<file path="src/logic/uart_afc_pkg.sv">
// shared constants and carriers for the uart auto flow control block
package uart_afc_pkg;
	localparam int unsigned DATA_W      = 8;
	localparam int unsigned FIFO_DEPTH  = 32;
	localparam int unsigned LVL_W       = 6;
	// modem control bit positions
	localparam int unsigned MCR_RTS_BIT = 1;
	localparam int unsigned MCR_ARTS    = 6;
	localparam int unsigned MCR_ACTS    = 7;
	// interrupt enable bit positions
	localparam int unsigned IER_MS_BIT  = 3;
	localparam int unsigned IER_CTS_BIT = 7;
	// reset values
	localparam logic [7:0]  MCR_RESET   = 8'h00;
	localparam logic [7:0]  IER_RESET   = 8'h00;
	// receive trigger levels in bytes, per trigger code
	localparam logic [5:0]  TRIG_LVL0   = 6'h01;
	localparam logic [5:0]  TRIG_LVL1   = 6'h04;
	localparam logic [5:0]  TRIG_LVL2   = 6'h08;
	localparam logic [5:0]  TRIG_LVL3   = 6'h0e;
	// serial timing: cycles per bit, fixed small default
	localparam logic [7:0]  BIT_CYCLES  = 8'h10;
	localparam logic [3:0]  FRAME_BITS  = 4'h9;

	typedef enum logic [1:0]
	{
		TX_IDLE  = 2'b00,
		TX_START = 2'b01,
		TX_DATA  = 2'b10,
		TX_STOP  = 2'b11
	} tx_state_e;

	typedef struct packed
	{
		logic dcd;
		logic ri;
		logic dsr;
		logic cts;
	} modem_delta_s;
endpackage : uart_afc_pkg

</file>
<file path="src/logic/afc_fifo.sv">
// receive fifo with valid/ready on both sides and fill level
`timescale 1ns/1ps
module afc_fifo #(
	parameter int unsigned WIDTH = 8,
	parameter int unsigned DEPTH = 32
) (
	// clock and reset
	input  wire logic                     clk,
	input  wire logic                     srst,
	// fill side
	input  wire logic                     in_valid,
	output logic                          in_ready,
	input  wire logic [WIDTH-1:0]         in_data,
	// drain side
	output logic                          out_valid,
	input  wire logic                     out_ready,
	output logic [WIDTH-1:0]              out_data,
	// status
	output logic [$clog2(DEPTH):0]        level
);
	localparam int unsigned AW = $clog2(DEPTH);
	logic [WIDTH-1:0] mem [DEPTH];
	logic [AW-1:0]    wptr;
	logic [AW-1:0]    rptr;
	logic [AW:0]      cnt;
	logic [AW-1:0]    next_wptr;
	logic [AW-1:0]    next_rptr;
	logic [AW:0]      next_cnt;
	logic             push;
	logic             pop;

	always_comb
	begin
		push      = in_valid && (cnt != DEPTH[AW:0]);
		pop       = out_ready && (cnt != '0);
		next_wptr = push ? wptr + 1'b1 : wptr;
		next_rptr = pop ? rptr + 1'b1 : rptr;
		next_cnt  = cnt + {{AW{1'b0}}, push} - {{AW{1'b0}}, pop};
	end

	always_ff @(posedge clk)
	begin
		if (srst)
		begin
			wptr <= '0;
			rptr <= '0;
			cnt  <= '0;
		end
		else
		begin
			wptr <= next_wptr;
			rptr <= next_rptr;
			cnt  <= next_cnt;
		end
		if (push)
			mem[wptr] <= in_data;
	end

	assign in_ready  = (cnt != DEPTH[AW:0]);
	assign out_valid = (cnt != '0);
	assign out_data  = mem[rptr];
	assign level     = cnt;
endmodule : afc_fifo

</file>
<file path="src/logic/uart_auto_flow_control.sv">
// uart rts/cts auto flow control with receive fifo and gated transmitter
// Operation
// - auto_rts_enable hands rts_out to receive fifo logic, not software.
// - rts_out goes high once fill reaches the trigger level.
// - rts_out returns low once fill drops to the next lower level.
// - trigger code 2: release at eight bytes, reassert at four.
// - one more character after rts_out high is still stored.
// - auto_rts off: rts_out follows the software rts control bit.
// - auto_rts on: rts control bit mirrors rts_out, writes ignored.
// - auto_cts on: cts_in sampled before each byte, start only if low.
// - cts high: finish character, idle at 1, resume with start bit.
// - delta cts always set; with auto_cts on, interrupt only with cts interrupt enable.
// - auto_rts_enable is modem control bit 6, resets to 0.
`timescale 1ns/1ps
module uart_auto_flow_control (
	// clock and reset
	input  wire logic                  clk,
	input  wire logic                  srst,
	// software settings
	input  wire logic                  mcr_we,
	input  wire logic [7:0]            mcr_wdata,
	input  wire logic                  ier_we,
	input  wire logic [7:0]            ier_wdata,
	input  wire logic [1:0]            rx_trigger,
	input  wire logic                  msr_read,
	output logic [7:0]                 modem_control_reg,
	output logic [7:0]                 interrupt_enable_reg,
	output logic [3:0]                 modem_status_reg,
	output logic                       modem_irq,
	// receive characters from the receiver
	input  wire logic                  rx_valid,
	input  wire logic [7:0]            rx_data,
	output logic                       rx_ready,
	// rx_buffer_reg read side
	input  wire logic                  rbr_read,
	output logic                       rbr_valid,
	output logic [7:0]                 rx_buffer_reg,
	output logic [5:0]                 rx_level,
	// transmit bytes in
	input  wire logic                  tx_valid,
	input  wire logic [7:0]            tx_data,
	output logic                       tx_ready,
	// modem pins
	input  wire logic                  cts_in,
	input  wire logic                  dsr_in,
	input  wire logic                  dcd_in,
	input  wire logic                  ri_in,
	output logic                       rts_out,
	output logic                       txd
);
	// ==========================================================
	// pin synchronisers
	logic [3:0] pin_meta;
	logic [3:0] pin_sync;
	logic [3:0] pin_prev;
	always_ff @(posedge clk)
	begin
		if (srst)
		begin
			pin_meta <= 4'hf;
			pin_sync <= 4'hf;
			pin_prev <= 4'hf;
		end
		else
		begin
			pin_meta <= {dcd_in, ri_in, dsr_in, cts_in};
			pin_sync <= pin_meta;
			pin_prev <= pin_sync;
		end
	end
	wire logic cts_s = pin_sync[0];

	// ==========================================================
	// receive fifo
	logic       f_in_ready;
	logic       f_out_valid;
	logic [7:0] f_out_data;
	logic [5:0] f_level;
	logic [5:0] next_fill;
	logic       next_rx_ready;
	always_comb
	begin
		// ready leaves a flop, so it is judged on the fill after this edge
		next_fill     = f_level
			+ {5'h00, rx_valid && f_in_ready}
			- {5'h00, rbr_read && f_out_valid};
		next_rx_ready = (next_fill != 6'(uart_afc_pkg::FIFO_DEPTH));
	end
	afc_fifo #(
		.WIDTH (uart_afc_pkg::DATA_W),
		.DEPTH (uart_afc_pkg::FIFO_DEPTH)
	) u_rx_fifo (
		.clk       (clk),
		.srst      (srst),
		.in_valid  (rx_valid),
		.in_ready  (f_in_ready),
		.in_data   (rx_data),
		.out_valid (f_out_valid),
		.out_ready (rbr_read),
		.out_data  (f_out_data),
		.level     (f_level)
	);

	// ==========================================================
	// control registers and auto-rts
	logic [7:0] next_mcr;
	logic [7:0] next_ier;
	logic       next_rts;
	logic [5:0] trig_hi;
	logic [5:0] trig_lo;
	logic       arts;
	always_comb
	begin
		arts = modem_control_reg[uart_afc_pkg::MCR_ARTS];
		case (rx_trigger)
			2'd0:
			begin
				trig_hi = uart_afc_pkg::TRIG_LVL0;
				trig_lo = 6'h00;
			end
			2'd1:
			begin
				trig_hi = uart_afc_pkg::TRIG_LVL1;
				trig_lo = uart_afc_pkg::TRIG_LVL0;
			end
			2'd2:
			begin
				trig_hi = uart_afc_pkg::TRIG_LVL2;
				trig_lo = uart_afc_pkg::TRIG_LVL1;
			end
			default:
			begin
				trig_hi = uart_afc_pkg::TRIG_LVL3;
				trig_lo = uart_afc_pkg::TRIG_LVL2;
			end
		endcase
		next_mcr = mcr_we ? mcr_wdata : modem_control_reg;
		// the written value decides, so a write that ends auto-rts lands
		if (next_mcr[uart_afc_pkg::MCR_ARTS])
			next_mcr[uart_afc_pkg::MCR_RTS_BIT] = ~rts_out;
		next_ier = ier_we ? ier_wdata : interrupt_enable_reg;
		next_rts = rts_out;
		if (arts)
		begin
			// rts is the active-low level on the pin
			if (f_level >= trig_hi)
				next_rts = 1'b1;
			else if (f_level <= trig_lo)
				next_rts = 1'b0;
		end
		else
			next_rts = ~next_mcr[uart_afc_pkg::MCR_RTS_BIT];
	end

	// ==========================================================
	// modem status deltas and interrupt
	uart_afc_pkg::modem_delta_s delta;
	uart_afc_pkg::modem_delta_s next_delta;
	logic next_irq;
	logic acts;
	always_comb
	begin
		acts = modem_control_reg[uart_afc_pkg::MCR_ACTS];
		next_delta = msr_read ? '0 : delta;
		// set wins over a read clear
		if (pin_sync[0] != pin_prev[0])
			next_delta.cts = 1'b1;
		if (pin_sync[1] != pin_prev[1])
			next_delta.dsr = 1'b1;
		// ring ends when its active-low pin rises
		if (pin_sync[2] && !pin_prev[2])
			next_delta.ri = 1'b1;
		if (pin_sync[3] != pin_prev[3])
			next_delta.dcd = 1'b1;
		next_irq = next_ier[uart_afc_pkg::IER_MS_BIT]
			&& (next_delta.dcd || next_delta.ri || next_delta.dsr
			|| (next_delta.cts
			&& (!next_mcr[uart_afc_pkg::MCR_ACTS]
			|| next_ier[uart_afc_pkg::IER_CTS_BIT])));
	end

	// ==========================================================
	// transmitter with cts gating
	uart_afc_pkg::tx_state_e tx_state;
	uart_afc_pkg::tx_state_e next_tx_state;
	logic [7:0] tx_shift_register;
	logic [7:0] next_tsr;
	logic [7:0] bit_cnt;
	logic [7:0] next_bit_cnt;
	logic [3:0] bit_idx;
	logic [3:0] next_bit_idx;
	logic       next_txd;
	logic       next_tx_ready;
	logic       bit_end;
	always_comb
	begin
		next_tx_state = tx_state;
		next_tsr      = tx_shift_register;
		next_bit_idx  = bit_idx;
		next_txd      = txd;
		bit_end       = (bit_cnt == uart_afc_pkg::BIT_CYCLES - 8'h01);
		next_bit_cnt  = bit_end ? 8'h00 : bit_cnt + 8'h01;
		next_tx_ready = 1'b0;
		case (tx_state)
			uart_afc_pkg::TX_IDLE:
			begin
				next_txd     = 1'b1;
				next_bit_cnt = 8'h00;
				// cts is checked only here, before each byte
				if (tx_valid && !tx_ready && (!acts || !cts_s))
				begin
					next_tsr      = tx_data;
					next_tx_ready = 1'b1;
					next_txd      = 1'b0;
					next_tx_state = uart_afc_pkg::TX_START;
				end
			end
			uart_afc_pkg::TX_START:
				if (bit_end)
				begin
					next_txd      = tx_shift_register[0];
					next_tsr      = {1'b0, tx_shift_register[7:1]};
					next_bit_idx  = 4'h1;
					next_tx_state = uart_afc_pkg::TX_DATA;
				end
			uart_afc_pkg::TX_DATA:
				if (bit_end)
				begin
					if (bit_idx == uart_afc_pkg::FRAME_BITS - 4'h1)
					begin
						next_txd      = 1'b1;
						next_tx_state = uart_afc_pkg::TX_STOP;
					end
					else
					begin
						next_txd     = tx_shift_register[0];
						next_tsr     = {1'b0, tx_shift_register[7:1]};
						next_bit_idx = bit_idx + 4'h1;
					end
				end
			uart_afc_pkg::TX_STOP:
				if (bit_end)
					next_tx_state = uart_afc_pkg::TX_IDLE;
			default:
				next_tx_state = uart_afc_pkg::TX_IDLE;
		endcase
	end

	// ==========================================================
	// registers
	always_ff @(posedge clk)
	begin
		if (srst)
		begin
			modem_control_reg    <= uart_afc_pkg::MCR_RESET;
			interrupt_enable_reg <= uart_afc_pkg::IER_RESET;
			rts_out              <= 1'b1;
			delta                <= '0;
			modem_status_reg     <= 4'h0;
			modem_irq            <= 1'b0;
			tx_state             <= uart_afc_pkg::TX_IDLE;
			tx_shift_register    <= 8'h00;
			bit_cnt              <= 8'h00;
			bit_idx              <= 4'h0;
			txd                  <= 1'b1;
			tx_ready             <= 1'b0;
			rbr_valid            <= 1'b0;
			rx_buffer_reg        <= 8'h00;
			rx_level             <= 6'h00;
			rx_ready             <= 1'b1;
		end
		else
		begin
			modem_control_reg    <= next_mcr;
			interrupt_enable_reg <= next_ier;
			rts_out              <= next_rts;
			delta                <= next_delta;
			modem_status_reg     <= next_delta;
			modem_irq            <= next_irq;
			tx_state             <= next_tx_state;
			tx_shift_register    <= next_tsr;
			bit_cnt              <= next_bit_cnt;
			bit_idx              <= next_bit_idx;
			txd                  <= next_txd;
			tx_ready             <= next_tx_ready;
			rbr_valid            <= f_out_valid;
			rx_buffer_reg        <= f_out_data;
			rx_level             <= f_level;
			rx_ready             <= next_rx_ready;
		end
	end
endmodule : uart_auto_flow_control

</file>
<file path="config.mk">
export PLATFORM = sky130hd
export DESIGN_NAME = uart_auto_flow_control
export DESIGN_NICKNAME = d
export VERILOG_FILES = /design/src/logic/uart_afc_pkg.sv /design/src/logic/afc_fifo.sv /design/src/logic/uart_auto_flow_control.sv
export SDC_FILE = /design/constraint.sdc
export NUM_CORES = 1
export LEC_CHECK = 0
export ABC_AREA = 0
export BUFFER_PORTS_ARGS = -buffer_cell sky130_fd_sc_hd__buf_2
export CAP_MARGIN = 30
export CORE_ASPECT_RATIO = 0.75
export CORE_UTILIZATION = 61
export CTS_BUF_LIST = sky130_fd_sc_hd__clkbuf_2 sky130_fd_sc_hd__clkbuf_4 sky130_fd_sc_hd__clkbuf_8
export DETAILED_ROUTE_END_ITERATION = 8
export GPL_TIMING_DRIVEN = 0
export PLACE_DENSITY = 0.83
export RECOVER_POWER = 100
export SKIP_CTS_REPAIR_TIMING = 1
export SKIP_LAST_GASP = 1
export SYNTH_ARGS = -nofsm -noshare
export SYNTH_HDL_FRONTEND = slang
export SYNTH_SLANG_ARGS = --single-unit
</file>
<file path="constraint.sdc">
create_clock -name clk -period 3.8 [get_ports clk]
set_input_delay 0.38 -clock clk [delete_from_list [all_inputs] [get_ports clk]]
set_output_delay 0.38 -clock clk [all_outputs]
set_load 0.02 [all_outputs]
</file>
Word-level counts from Yosys, hierarchy flattened. Memory sizes are Yosys's and may differ from the RTL's. A register that Yosys moved wholly into a read port is not among the register bits. Index checks and enable logic that the tools add are counted.

Bits in registers: 86. Memory bits (writable): 256. Input bits: 46. Output and inout bits: 40. Logic and storage cells: 122. Memories kept: 1.

Memory list: u_rx_fifo.mem (depth 32, width 8, read ports 1, clocked after Yosys merged registers in 1, write ports 1, RTL line afc_fifo.sv:22) `logic [WIDTH-1:0] mem [DEPTH];`.

$add $sub $neg: 6. Magnitude comparators: 2. Equality and inequality tests: 19. Multiplexer cells: 37. Bitwise gates (word level): 3. Reduce and logical (&&, ||, !) cells: 28.

Operator list (count): 8-bit two-way mux (6); 4-bit one-hot mux with 3 select lines (2); 8-bit one-hot mux with 3 select lines (1); 4-bit two-way mux (5); 1-bit two-way mux (15); 2-bit inequality test (second input constant) (6); 6-bit inequality test (second input constant) (2); 5-bit by 1-bit adder with 5-bit output (second input constant) (2); 2-bit two-way mux (5); 5-bit AND reduction (2); 8-bit by 1-bit adder with 8-bit output (second input constant) (1); 8-bit by 4-bit equality test with 1-bit output (second input constant) (1); 2-bit one-hot mux with 4 select lines (1); 4-bit one-hot mux with 2 select lines (1); 1-bit logical AND (7); 6-bit by 1-bit adder with 6-bit output (1); 2-bit equality test (second input constant) (3); 6-bit greater-or-equal comparator (1); 6-bit less-or-equal comparator (1); 6-bit nonzero test (1); 6-bit by 1-bit subtractor with 6-bit output (1); 1-bit logical NOT (5); 1-bit logical OR (5); 4-bit by 1-bit adder with 4-bit output (second input constant) (1); 13 further kinds (19).

Depth between registers and ports, before layout.
Word-level depth: 7. Depth in mapped cells: 15. Depth with buffers taken out: 14.

By module. From an unflattened synthesis, not the netlist that was laid out.

Cells, all modules: 960. Area, all modules: 14269.9 µm².

By module, submodules not included: afc_fifo (instances 1, cells each 618, area an instance 11044.3 µm², seq. area each 8107.8 µm²); uart_auto_flow_control (instances 1, cells each 342, area an instance 3225.6 µm², seq. area each 1481.4 µm²).

Worst setup path after synthesis. OpenSTA, ideal clock, no wires.

Path kind: reg-to-reg. Start: reg u_rx_fifo.cnt[2], in the netlist u_rx_fifo.level[2]. End: mem u_rx_fifo.mem[11][0], enable pin. Library setup time: 0.398 ns. Arrival: 2.272 ns. Required time: 3.402 ns. Slack: 1.130 ns. Cell stages (with the launch flop): 6. Buffers on the path: 0. Period minus slack after synthesis: 2.670 ns. Cell sequence: dfxtp_1 > inv_1 > ha_1 > a41oi_2 > nand2_1 > nor4b_1.

Longest elaborated chain between the ends: 4.

RTL lines: start: declaration (RTL line afc_fifo.sv:25) `logic [AW:0] cnt;`; start signal: assignment (RTL line afc_fifo.sv:53) `cnt <= next_cnt;`; 6-bit inequality test (RTL line afc_fifo.sv:34) `push = in_valid && (cnt != DEPTH[AW:0]);`; 1-bit logical AND (RTL line afc_fifo.sv:34); via u_rx_fifo.push (RTL line afc_fifo.sv:29) `logic push;`; 1-bit two-way mux (RTL line afc_fifo.sv:55) `if (push)`; 1-bit two-way mux (not written as such) (RTL line afc_fifo.sv:56) `mem[wptr] <= in_data;`; end: declaration (RTL line afc_fifo.sv:22).

The timed path passes the listed nets, and every way through them passes these cells.

Worst setup path after layout.
Start: reg u_rx_fifo.cnt[2], in the netlist u_rx_fifo.level[2]. End: mem u_rx_fifo.mem[11][4], enable pin.

Same word-level chain as after synthesis.

==> qor.yml <==
logic_synthesis:
  synth_area_mm2: 0.0137
  syn_avg_cell_area_um2: 16.1
  yosys.cell_types.count: 64
  yosys.area.top_type: "edfxtp_1"
  yosysMostFrequentCell: "edfxtp_1"
  synth_fp_nets: 932
  synth-async-reset-ratio_pct: 0
  netlist_top_cells_count: "256 x edfxtp_1, 90 x dfxtp_1, 86 x nor2_1, 54 x mux2i_1, 49 x mux4_2"
  netlist_top_cells_area: "edfxtp_1 56%, dfxtp_1 13%, mux4_2 8.0%"
  synth-seq-cells: 346
  yosysSeqAreaShare_pct: 69.0
  ys.flop_type: "edfxtp_1"
  ys_warn_count: 0
  synthCells: 856
  synth_top_area_share_pct: 55.9
  synth_edf_count: 256
setup_path:
  slowest_delay_ps: 1060
  cp_num_cells: 6
  crit_arrival_ps: 3720
  cp_max_fo: 9
  path_buf_inv: 2
  path_cells: "inv_1 > ha_1 > a41oi_2 > nand2_1 > nor4b_1 > clkbuf_1"
  worstPathRequired_ps: 4060
  cp-start-kind: "flop"
  critPathTopFamily: "simple AND/OR/NAND/NOR gates"
  path_class: "reg -> reg"
  cp_slowest_cell: "nor4b_1"
  r2r_cells: 6
  end_kind: "flop"
route:
  first_pass_iters: 5
  routed_wl_mm: 29.9
  vias: 8136
  met2_length_mm: 13.5
  dr.max_layer_used: "met5"
  routedLengthMet1_mm: 12.5
  post-route-drc-count: 0
  first_iter_violations: 993
  routed-wl-met3_mm: 3.08
  ant_nets: 0
  viasPerCell: 6.09
  avgRoutedWirePerCell_um: 22.3
clock_tree:
  cts_max_level: 2
  cts.clk_slew.worst_paths_ps: 60
  cts_root_buffer: "clkbuf_8"
  cts_tree: "built"
  clock_latency_ps: 590
  cts_sinks: 346
  numCtsBuffers: 51
  clockBufferDepth: 3
grt:
  grt_overflow: 0
  grt_usage_pct: 26.2
  grt_max_degree: 33
  antenna_found_initial: 1
  grt_pass1_wl_mm: 45.0
  grt_pass1_vias: 7997
sta:
  tns_ps: 0
  worstMarginPinSlew_ps: 1680
  rsz0062_at_grt: "false"
  min_period_ps: 3460
  setup_viol: 0
  clock_skew_ps: 30.5
  max_freq_mhz: 289
  slew_viol_final: 164
  hold_violations: 0
  slew_headroom_pct: -12.2
  period_share_pct: 90.9
  setup_ws_ps: 344
pwr:
  p_sw_share_pct: 29.4
  p_clk_share_pct: 30.5
  pwr-share-comb_pct: 23.1
  switchingPower_w: 0.00277
  max-vdd-ir-drop_uv: 358
  p_per_area_mw_per_mm2: 611
  intPower_w: 0.00668
  seqPwrFrac_pct: 46.4
  p_leak_nw: 5.30
layout:
  regArea_mm2: 0.00949
  largest-register: "u_rx_fifo.mem"
  n_fill_cell: 1451
  antennaDiodeCount: 0
  layout-drive-gt1-share_pct: 19.5
  area_delta_synth_final_pct: 12.5
  fin_nets: 1078
  largest_register_ffs: 256
  stdcell_area_mm2: 0.0155
  multi_input_area_mm2: 0.00386
floorplan:
  pin_count: 86
  die-area_mm2: 0.0231
  start_util_pct: 62.3
  die_h_um: 132
  coreArea_mm2: 0.0221
  rows: 47
  die_x_um: 175
placed_design:
  gp_congestion: 0.820
  placed_area_mm2: 0.0146
  post-dp-hpwl_mm: 19.4
  io_buffers: 82
  post-place-ws_ps: 677
hold_path:
  hold_path_depth: 3
  hold_path_class: "in -> reg"
run_status:
  status: "finished with violations"
  violations: "max-capacitance violations, max-slew violations"
job:
  maxCapViolations: 5
## cell families (layout without fill, tap and decap cells)
| family | count (synthesis) | in the layout | share of synthesized area [%] |
|---|---|---|---|
| DFF | 346 | 346 | 69.0 |
| and+or+nand+nor | 182 | 182 | 6.47 |
| muxes | 104 | 104 | 12.0 |
| AOI/OAI and AO/OA | 103 | 103 | 5.70 |
| buffers and inverters | 71 | 258 | 2.68 |
| adders and majority gates | 30 | 30 | 2.79 |
| xor gates and xnor gates | 20 | 20 | 1.27 |
## per-layer routing
metal  global-route usage [%]  vias up
li1                         -     3598
met1                     40.0     4007
met2                     38.4      448
met3                     4.73       81
met4                     9.13        2
met5                        0        -
## power groups by stage
stage	clock network (W)	registers (W)	logic [W]
5_1_grt	0.00305	0.00440	0.00236
4_1_cts	0.00291	0.00438	0.00225
2_1_floorplan	0	0.00451	0.00157
3_5_place_dp	0	0.00445	0.00223
6_report	0.00288	0.00438	0.00218
3_3_place_gp	0	0.00444	0.00217
## metrics by stage
step	util, %	std cells	power, W	hold WS (ps)
floorplan	-	856	0.00608	389
global placement	65.8	1232	0.00661	391
detailed placement	66.2	1239	0.00669	396
CTS	70.6	1333	0.00953	-39.7
global route	70.1	1337	0.00981	71.8
finish	70.1	1337	0.00945	53.6
## final cells by class
type	instances	area share (%)
buffer	46	1.59
clock buffer	70	5.58
clock inverter	24	0.777
inverter	25	0.607
multi-input combinational	439	25.0
sequential	346	61.4
tap	294	2.38
timing repair buffer	93	2.69
## cells in the final DEF, fill, tap and decap left out, drive strengths merged, types with 11 or more instances in the layout
| cell type | Yosys | layout |
|---|---|---|
| or2 | 14 | 14 |
| clkinv | 0 | 20 |
| mux4 | 49 | 49 |
| inv | 25 | 27 |
| dfxtp | 90 | 90 |
| ha | 29 | 29 |
| nand2 | 23 | 23 |
| edfxtp | 256 | 256 |
| clkbuf | 23 | 152 |
| a211oi | 31 | 31 |
| a21oi | 13 | 13 |
| nor2 | 86 | 86 |
| nand3 | 11 | 11 |
| buf | 23 | 53 |
| mux2i | 54 | 54 |
## worst register-to-register path: stages, from the launching register on
cell	delay (ps)
dfxtp_1	430
inv_1	120
ha_1	250
a41oi_2	490
nand2_1	490
nor4b_1	1060
clkbuf_1	320
## final timing paths
path / endpoint / slack (ps) / startpoint
worst max register to register: u_rx_fifo.mem[11][4] / 340 / u_rx_fifo.level[2]
worst min-delay path: interrupt_enable_reg[6] / 50 / ier_wdata[6]
worst max-delay path: u_rx_fifo.mem[11][4] / 340 / u_rx_fifo.level[2]
worst min register to register: pin_sync[3] / 410 / pin_meta[3]
Power figures use the tool's default switching activity.
